$ cat config.mk
export PLATFORM = sky130hd
export DESIGN_NAME = phy_event_flag_bank
export DESIGN_NICKNAME = d
export VERILOG_FILES = /design/src/core/evt_pkg.sv /design/src/core/flag_if.sv /design/src/core/phy_event_flag_bank.sv /design/src/core/flag_bank.sv
export SDC_FILE = /design/constraint.sdc
export NUM_CORES = 1
export LEC_CHECK = 0
export BUFFER_PORTS_ARGS = -buffer_cell sky130_fd_sc_hd__buf_2
export CORE_MARGIN = 3
export CORE_UTILIZATION = 45
export DETAILED_ROUTE_END_ITERATION = 16
export PLACE_DENSITY = 0.78
export SETUP_SLACK_MARGIN = 0.05
export SYNTH_ARGS = -nofsm -noshare
export SYNTH_HDL_FRONTEND = slang
export SYNTH_SLANG_ARGS = --single-unit
$ cat constraint.sdc
create_clock -name clk -period 1.4 [get_ports clk]
set_input_delay 0.35 -clock clk [delete_from_list [all_inputs] [get_ports clk]]
set_output_delay 0.35 -clock clk [all_outputs]
set_load 0.01 [all_outputs]
$ cat src/core/evt_pkg.sv
package evt_pkg;

   // ***********************************************
   // register map
   // ***********************************************
   localparam int ADDR_W = 5;
   localparam int DATA_W = 16;
   localparam logic [4:0] MASK_OFF = 5'h12;
   localparam logic [4:0] CAUSE_OFF = 5'h13;

   // ***********************************************
   // reset values and bit classes
   // ***********************************************
   localparam logic [15:0] MASK_RESET = 16'h0000;
   localparam logic [15:0] CAUSE_RESET = 16'h0000;
   localparam logic [15:0] RDATA_RESET = 16'h0000;
   // enable bits that take a write: all but the reserved pair 3:2
   localparam logic [15:0] MASK_WRITABLE = 16'hfff3;
   // cause bits that latch high until the cause register is read
   localparam logic [15:0] LATCH_BITS = 16'he763;

   // ***********************************************
   // field positions in both registers
   // ***********************************************
   localparam int B_ANEG_ERR = 15;
   localparam int B_SPEED = 14;
   localparam int B_DUPLEX = 13;
   localparam int B_PAGE = 12;
   localparam int B_ANEG_DONE = 11;
   localparam int B_LINK = 10;
   localparam int B_SYMBOL = 9;
   localparam int B_FALSE_CAR = 8;
   localparam int B_RSVD7 = 7;
   localparam int B_XOVER = 6;
   localparam int B_DOWNGRADE = 5;
   localparam int B_ENERGY = 4;
   localparam int B_POLARITY = 1;
   localparam int B_JABBER = 0;

endpackage

$ cat src/core/flag_if.sv
`timescale 1ns/10ps
`default_nettype none

// ***********************************************
// set/clear/flag carrier between top and flag bank
// ***********************************************
interface flag_if #(
   parameter int W = 16
);
   logic clk_en;
   logic [W-1:0] set;
   logic [W-1:0] clr;
   logic [W-1:0] flags;

   modport bank (input clk_en, input set, input clr, output flags);
   modport user (output clk_en, output set, output clr, input flags);
endinterface

`default_nettype wire

$ cat src/core/phy_event_flag_bank.sv
//
// Summary of operation
// - latch negotiation error on fault, mismatch, lost link
// - latch speed change until cause read
// - latch duplex change until cause read
// - page received is live status, not latched
// - negotiation complete is live status
// - latch link state change until cause read
// - latch false carrier until cause read
// - latch crossover change; bit 7 reads zero
// - latch speed downgrade until cause read
// - energy detect change bit always zero
// - latch polarity change and jabber until read
//
// Implementation choice: the address-and-strobe port.
`timescale 1ns/10ps
`default_nettype none

module phy_event_flag_bank (
   input wire logic clk,
   input wire logic rst,
   input wire logic clk_en,
   // register port
   input wire logic [4:0] reg_addr,
   input wire logic [15:0] reg_wdata,
   input wire logic reg_wr,
   input wire logic reg_rd,
   output logic [15:0] reg_rdata,
   // event sources, same clock domain
   input wire logic an_parallel_fault,
   input wire logic an_no_shared_best_ability,
   input wire logic an_complete,
   input wire logic page_received,
   input wire logic link_up,
   input wire logic speed_100,
   input wire logic full_duplex,
   input wire logic mdi_crossed,
   input wire logic rx_pol_inverted,
   input wire logic symbol_error,
   input wire logic false_carrier,
   input wire logic speed_downgrade,
   input wire logic jabber_detect,
   // interrupt line
   output logic event_irq
);

   // ***********************************************
   // state
   // ***********************************************
   typedef struct packed {
      logic [15:0] mask;
      logic [15:0] rdata;
      logic irq;
      logic prime;
      logic spd;
      logic dpx;
      logic link;
      logic xover;
      logic pol;
   } top_state_t;

   top_state_t st_q;
   top_state_t st_d;
   logic [15:0] cause_view;
   logic cause_rd;
   logic mask_wr;

   flag_if #(.W(16)) fl ();

   flag_bank #(
      .W(16)
   ) u_flags (
      .clk(clk),
      .rst(rst),
      .fl(fl)
   );

   // ***********************************************
   // decode
   // ***********************************************
   assign cause_rd = clk_en && reg_rd && (reg_addr == evt_pkg::CAUSE_OFF);
   assign mask_wr = clk_en && reg_wr && (reg_addr == evt_pkg::MASK_OFF);

   // cause as software sees it: latched bits plus two live levels
   always_comb begin
      cause_view = fl.flags & evt_pkg::LATCH_BITS;
      cause_view[evt_pkg::B_PAGE] = page_received;
      cause_view[evt_pkg::B_ANEG_DONE] = an_complete;
   end

   // ***********************************************
   // event detection
   // ***********************************************
   // change detectors wait one cycle after reset, so a line that is
   // already up at release does not report a false change
   always_comb begin
      fl.clk_en = clk_en;
      fl.set = '0;
      fl.clr = '0;
      if (clk_en) begin
         fl.set[evt_pkg::B_ANEG_ERR] = an_parallel_fault | an_no_shared_best_ability
            | (st_q.prime & an_complete & st_q.link & ~link_up);
         fl.set[evt_pkg::B_SPEED] = st_q.prime & (speed_100 ^ st_q.spd);
         fl.set[evt_pkg::B_DUPLEX] = st_q.prime & (full_duplex ^ st_q.dpx);
         fl.set[evt_pkg::B_LINK] = st_q.prime & (link_up ^ st_q.link);
         fl.set[evt_pkg::B_SYMBOL] = symbol_error;
         fl.set[evt_pkg::B_FALSE_CAR] = false_carrier;
         fl.set[evt_pkg::B_XOVER] = st_q.prime & (mdi_crossed ^ st_q.xover);
         fl.set[evt_pkg::B_DOWNGRADE] = speed_downgrade;
         fl.set[evt_pkg::B_POLARITY] = st_q.prime & (rx_pol_inverted ^ st_q.pol);
         fl.set[evt_pkg::B_JABBER] = jabber_detect;
         if (cause_rd) begin
            fl.clr = evt_pkg::LATCH_BITS;
         end
      end
   end

   // ***********************************************
   // registers and read path
   // ***********************************************
   // read data stand for one enabled cycle and are zero after it; while clk_en is low they hold
   always_comb begin
      st_d = st_q;
      if (clk_en) begin
         st_d.prime = 1'b1;
         st_d.spd = speed_100;
         st_d.dpx = full_duplex;
         st_d.link = link_up;
         st_d.xover = mdi_crossed;
         st_d.pol = rx_pol_inverted;
         st_d.rdata = evt_pkg::RDATA_RESET;
         if (reg_rd) begin
            case (reg_addr)
               evt_pkg::MASK_OFF: begin
                  st_d.rdata = st_q.mask;
               end
               evt_pkg::CAUSE_OFF: begin
                  st_d.rdata = cause_view;
               end
               default: begin
                  st_d.rdata = evt_pkg::RDATA_RESET;
               end
            endcase
         end
         if (mask_wr) begin
            st_d.mask = reg_wdata & evt_pkg::MASK_WRITABLE;
         end
         st_d.irq = |(cause_view & st_q.mask);
      end
   end

   // only the hardware reset touches these; there is no soft path in
   always_ff @(posedge clk or posedge rst) begin
      if (rst) begin
         st_q.mask <= evt_pkg::MASK_RESET;
         st_q.rdata <= evt_pkg::RDATA_RESET;
         st_q.irq <= 1'b0;
         st_q.prime <= 1'b0;
         st_q.spd <= 1'b0;
         st_q.dpx <= 1'b0;
         st_q.link <= 1'b0;
         st_q.xover <= 1'b0;
         st_q.pol <= 1'b0;
      end else begin
         st_q <= st_d;
      end
   end

   assign reg_rdata = st_q.rdata;
   assign event_irq = st_q.irq;

   // ***********************************************
   // checks
   // ***********************************************
   // the interrupt sum built again from flags, live levels and enables, so the
   // gate check below does not just repeat the expression it guards
   logic irq_expect;
   assign irq_expect = |(fl.flags & evt_pkg::LATCH_BITS & st_q.mask)
      | (page_received & st_q.mask[evt_pkg::B_PAGE])
      | (an_complete & st_q.mask[evt_pkg::B_ANEG_DONE]);
endmodule

`default_nettype wire

$ cat src/core/flag_bank.sv
`timescale 1ns/10ps
`default_nettype none

// ***********************************************
// bank of latched-high flags
// ***********************************************
module flag_bank #(
   parameter int W = 16
) (
   input wire logic clk,
   input wire logic rst,
   flag_if.bank fl
);

   typedef struct packed {
      logic [W-1:0] flags;
   } bank_state_t;

   bank_state_t st_q;
   bank_state_t st_d;

   // set beats clear so an event landing on the read is kept for the next one
   always_comb begin
      st_d = st_q;
      if (fl.clk_en) begin
         st_d.flags = fl.set | (st_q.flags & ~fl.clr);
      end
   end

   // flags only ever clear on a hardware reset or on a read
   always_ff @(posedge clk or posedge rst) begin
      if (rst) begin
         st_q <= '0;
      end else begin
         st_q <= st_d;
      end
   end

   assign fl.flags = st_q.flags;
endmodule

`default_nettype wire

-- Word level (Yosys, flattened, before mapping)
Index checks and enable logic that the tools add are counted.
- register bits after elaboration: 53
- bits of input ports: 39
- output and inout bits: 17
- word-level logic and storage cells: 46
- equal/unequal tests: 2
- muxes and demuxes: 8
- bitwise operators: 20
- reduce and logical (&&, ||, !) cells: 6
- operators with widths (cell ; count):
    $mux 16 ; 3
    $and 16x16->16 ; 2
    $pmux 16 s2 ; 1
    $not 16->16 ; 1
    $or 16x16->16 ; 1
    $reduce_or 16->1 ; 1
    $eq 5x5->1 const B ; 2
    $and 1x1->1 ; 8
    $mux 3 ; 2
    $xor 1x1->1 ; 5
    $logic_and 1x1->1 ; 4
    $mux 2 ; 2
    $or 1x1->1 ; 2
    $reduce_and 2->1 ; 1
    $not 1->1 ; 1

-- Logic depth before layout (Yosys ltp)
- depth after elaboration: 7
- gate-level depth with buffers: 6
- depth with buffers taken out: 3

-- By module
A second synthesis with hierarchy kept.
- cells, all modules: 206
- area total of the unflattened synthesis: 2424.8 µm²
- by module, submodules not included (module ; instances ; cells an instance ; area each (µm²) ; sequential area each (µm²)):
    phy_event_flag_bank ; 1 ; 154 ; 1790.5 ; 875.8
    flag_bank ; 1 ; 52 ; 634.4 ; 400.4

-- Worst setup path after synthesis
Ideal clock, no wire load.
- path kind: input port to flip-flop
- from: input port clk_en
- to: register st_q[23] (netlist bit)
- setup time: 0.125 ns
- arrival: 1.355 ns
- required time: 1.275 ns
- slack: -0.080 ns
- stages on the path: 5
- buffers on the path: 2
- cells stage by stage: buf_6 > nand4_1 > nor4_4 > buf_6 > mux2_2
- cells in the longest elaborated chain, start to end: 3
- ends and longest elaborated chain (element ; RTL line ; source):
    start: declaration ; phy_event_flag_bank.sv:22 ; input wire logic clk_en,
    $logic_and 1x1->1 (2 in series) ; phy_event_flag_bank.sv:82 ; assign mask_wr = clk_en && reg_wr && (reg_addr == evt_pkg::MASK_OFF);
    $reduce_and 2->1 (no line) (*) ; n/a ;
    end signal: assignment ; phy_event_flag_bank.sv:165 ; st_q <= st_d;
    end: declaration ; phy_event_flag_bank.sv:62 ; top_state_t st_q;
Mark *: on every way between the ends. The rest lies on a longest branch, timed or not.
A chain may end at the register's enable or synchronous reset.

-- Worst setup path in the final report
- from: input port reg_addr[4]
- to: register st_q, in the netlist reg_rdata[0]
- cells in the longest elaborated chain, start to end: 3
- elaborated cells on any way between the ends: 4
- classes of those cells: eq/ne: 2; mux: 2
- ends and longest elaborated chain (element ; RTL line ; source):
    start: declaration ; phy_event_flag_bank.sv:24 ; input wire logic [4:0] reg_addr,
    $eq 5x5->1 ; phy_event_flag_bank.sv:133 ; case (reg_addr)
    $pmux 16 s2 (*) ; phy_event_flag_bank.sv:133 ;
    $mux 16 (*) ; phy_event_flag_bank.sv:132 ; if (reg_rd) begin
Marked as above.

==> impl_metrics.py <==
metrics = {
    "pwr": {
        "ir_drop_v": 0.000361,
        "p_total_mw": 2.55,
        "p_leak_nw": 1.14,
        "power_density_nw_per_um2": 1090,
    },
    "detailed_routing": {
        "routed_wl_um": 4090,
        "wl_per_cell_um": 16.7,
        "num_vias": 1367,
        "ant_nets": 0,
        "drc": 0,
        "dr.pass1.iters": 4,
        "first_iter_violations": 119,
        "vias_per_cell": 5.58,
    },
    "synthesis": {
        "syn_area_um2": 2020,
        "yosys_warnings": 0,
        "ys_async_sr_fraction_pct": 100,
        "synth-main-ff-cell": "dfrtp_1",
        "synth-seq-area-share_pct": 55.6,
        "yosys.cell_types.count": 27,
        "avgSynthCellArea_um2": 13.4,
        "synth_top_cell_area_share_pct": 55.6,
        "ys_top_cells_by_count": "dfrtp_1 (45), mux2_2 (19), buf_4 (16)",
        "synth_area_leaders": "dfrtp_1 (56%), mux2_2 (11%), a221o_1 (5.9%)",
        "netlist_instances": 151,
        "yosys.area.top_type": "dfrtp_1",
        "yosys.cell_count.top_type": "dfrtp_1",
        "synth_enable_flop_cells": 0,
        "ys_ff_latch": 45,
    },
    "global_route": {
        "grt_start_max_net_pins": 46,
        "grt_pass1_vias": 1311,
        "grt_overflow": 0,
        "use_met3_pct": 3.99,
        "grt.busiest_layer": "met2",
        "use_met1_pct": 23.8,
        "antenna_found_initial": 0,
        "grt.total_usage_pct": 16.6,
        "grtUsageMet2_pct": 24.0,
        "grt_pass1_wl_um": 6600,
    },
    "die": {
        "dieArea_um2": 5340,
        "die_x_um": 73.1,
        "core_um2": 4170,
        "rows": 23,
        "initial_core_util_pct": 48.5,
        "die_h_um": 73.1,
        "top_level_ports": 56,
    },
    "clock_tree": {
        "clkTransAtPathRegs_ns": 0.08,
        "cts_tree": "yes",
        "clock_latency_ns": 0.30,
        "cts_resized": 0,
        "numClockSinks": 45,
        "cts_buffers": 5,
        "hold_buffers": 0,
        "cts_buffer_depth": 2,
        "cts.htree.levels": 2,
        "post_cts_buffers": 0,
        "clock-root-buffer": "clkbuf_8",
    },
    "finish": {
        "stdcell_area_um2": 2350,
        "multi_input_area_um2": 721,
        "antenna_cells": 0,
        "areaGrowthSynthToFinish_pct": 15.9,
        "seq_area_um2": 1130,
        "fillers": 367,
        "nets": 234,
        "drive_above_1_share_pct": 45.1,
    },
    "timing": {
        "setup_violations": 0,
        "tightest_slew_ns": 0.541,
        "setup_slack_ns": 0.125,
        "rsz0062_at_grt": "no",
        "slew_headroom_pct": 63.9,
        "drv_slew": 0,
        "min_period_ns": 1.28,
        "finClkSkew_ns": 0.00376,
        "final-hold-violation-count": 0,
        "max_clock_freq_mhz": 784,
        "period_share_pct": 91.1,
    },
    "status": {
        "outcome": "finished clean",
    },
    "placement": {
        "dpl_worst_slack_ns": -0.193,
        "placed_cell_area_um2": 2260,
        "gp_congestion": 0.786,
        "portBuffers": 51,
        "dp_hpwl_um": 2820,
    },
    "setup_path": {
        "criticalPathCategory": "input pin to flop",
        "worstPathRequired_ns": 1.58,
        "worstPathArrival_ns": 1.46,
        "startpoint_type": "input pin",
        "cp_max_fo": 12,
        "end_kind": "flop",
        "r2r_setup_slack_ns": 0.24,
    },
    "hold_path": {
        "min_path_type": "input pin to asynchronous set/reset pin",
    },
    "job": {
        "maxCapViolCount": 0,
    },
}
report_power, final:
| part | internal, mW | leakage [nW] | switching (mW) |
|---|---|---|---|
| Clock | 0.392 | 0.0443 | 0.407 |
| Sequential | 1.39 | 0.548 | 0.0672 |
| Combinational | 0.166 | 0.553 | 0.131 |
| Total | 1.95 | 1.14 | 0.605 |
cell type report:
cell class / instances / share of cell area (%)
Sequential cell: 45 / 48.0
Multi-Input combinational cell: 82 / 30.7
Timing Repair Buffer: 59 / 14.5
Tap cell: 50 / 2.67
Inverter: 2 / 0.480
Clock buffer: 7 / 3.68
worst paths after layout:
path | from | to | cells after the start
worst max-delay path | reg_addr[4] | reg_rdata[0]$_DFFE_PP0P_ | 5
worst min-delay path | rst | reg_rdata[8]$_DFFE_PP0P_ | 3
worst max register to register | u_flags.fl.flags[13]$_DFFE_PP0P_ | event_irq$_DFFE_PP0P_ | 3
worst min register to register | st_q[30]$_DFFE_PP0P_ | reg_rdata[7]$_DFFE_PP0P_ | 1
max in group asynchronous | rst | st_q[36]$_DFFE_PP0P_ | 3
min in group clk | reg_wdata[14] | st_q[37]$_DFFE_PP0P_ | 2
state kept, by name, summed over array words and instances, names as in the netlist:
signal	flops
event_irq	1
reg_rdata	14
u_flags.fl.flags	10
st_q	20
routing by layer:
metal	wire, um	part of all wire (%)
met5	0	0
met2	1830	45
met3	311	7.6
met4	82	2.0
met1	1860	46
cell families (layout without fill, tap and decap cells):
kind of cell / after synthesis / count (layout) / synth area share [%]
AO/OA/AOI/OAI: 30 / 30 / 13.5
XOR/XNOR: 5 / 5 / 2.16
buffers and inverters: 25 / 68 / 9.15
flip-flops: 45 / 45 / 55.6
multiplexers: 19 / 19 / 10.6
other: 1 / 2 / 0.185
AND/OR/NAND/NOR: 26 / 26 / 8.78
layout by cell type (no fill, tap or decap), drive strengths merged, types with 2 or more instances in the layout:
cell type and count:
a221o 12, a22o 6, a22oi 4, buf 59, clkbuf 7, conb 2
dfrtp 45, mux2 19, nand2 2, nand3 2, nand4 2, nor2b 12
o2bb2ai 6, xnor2 5
through the flow:
stage | hold slack [ns] | instances | util, % | setup TNS (ns)
floorplan | 0.361 | 152 | - | -0.854
global placement | 0.421 | 238 | 54.2 | -2.64
detailed placement | 0.423 | 238 | 54.2 | -3.07
CTS | 0.0977 | 245 | 56.3 | 0
global route | 0.106 | 245 | 56.3 | 0
finish | 0.0924 | 245 | 56.3 | 0
worst max-delay path, stage by stage:
cell and delay, ns:
buf_2 0.10, and4_4 0.18, buf_4 0.13, and3_1 0.33
a221o_1 0.36
Power figures use the tool's default switching activity.
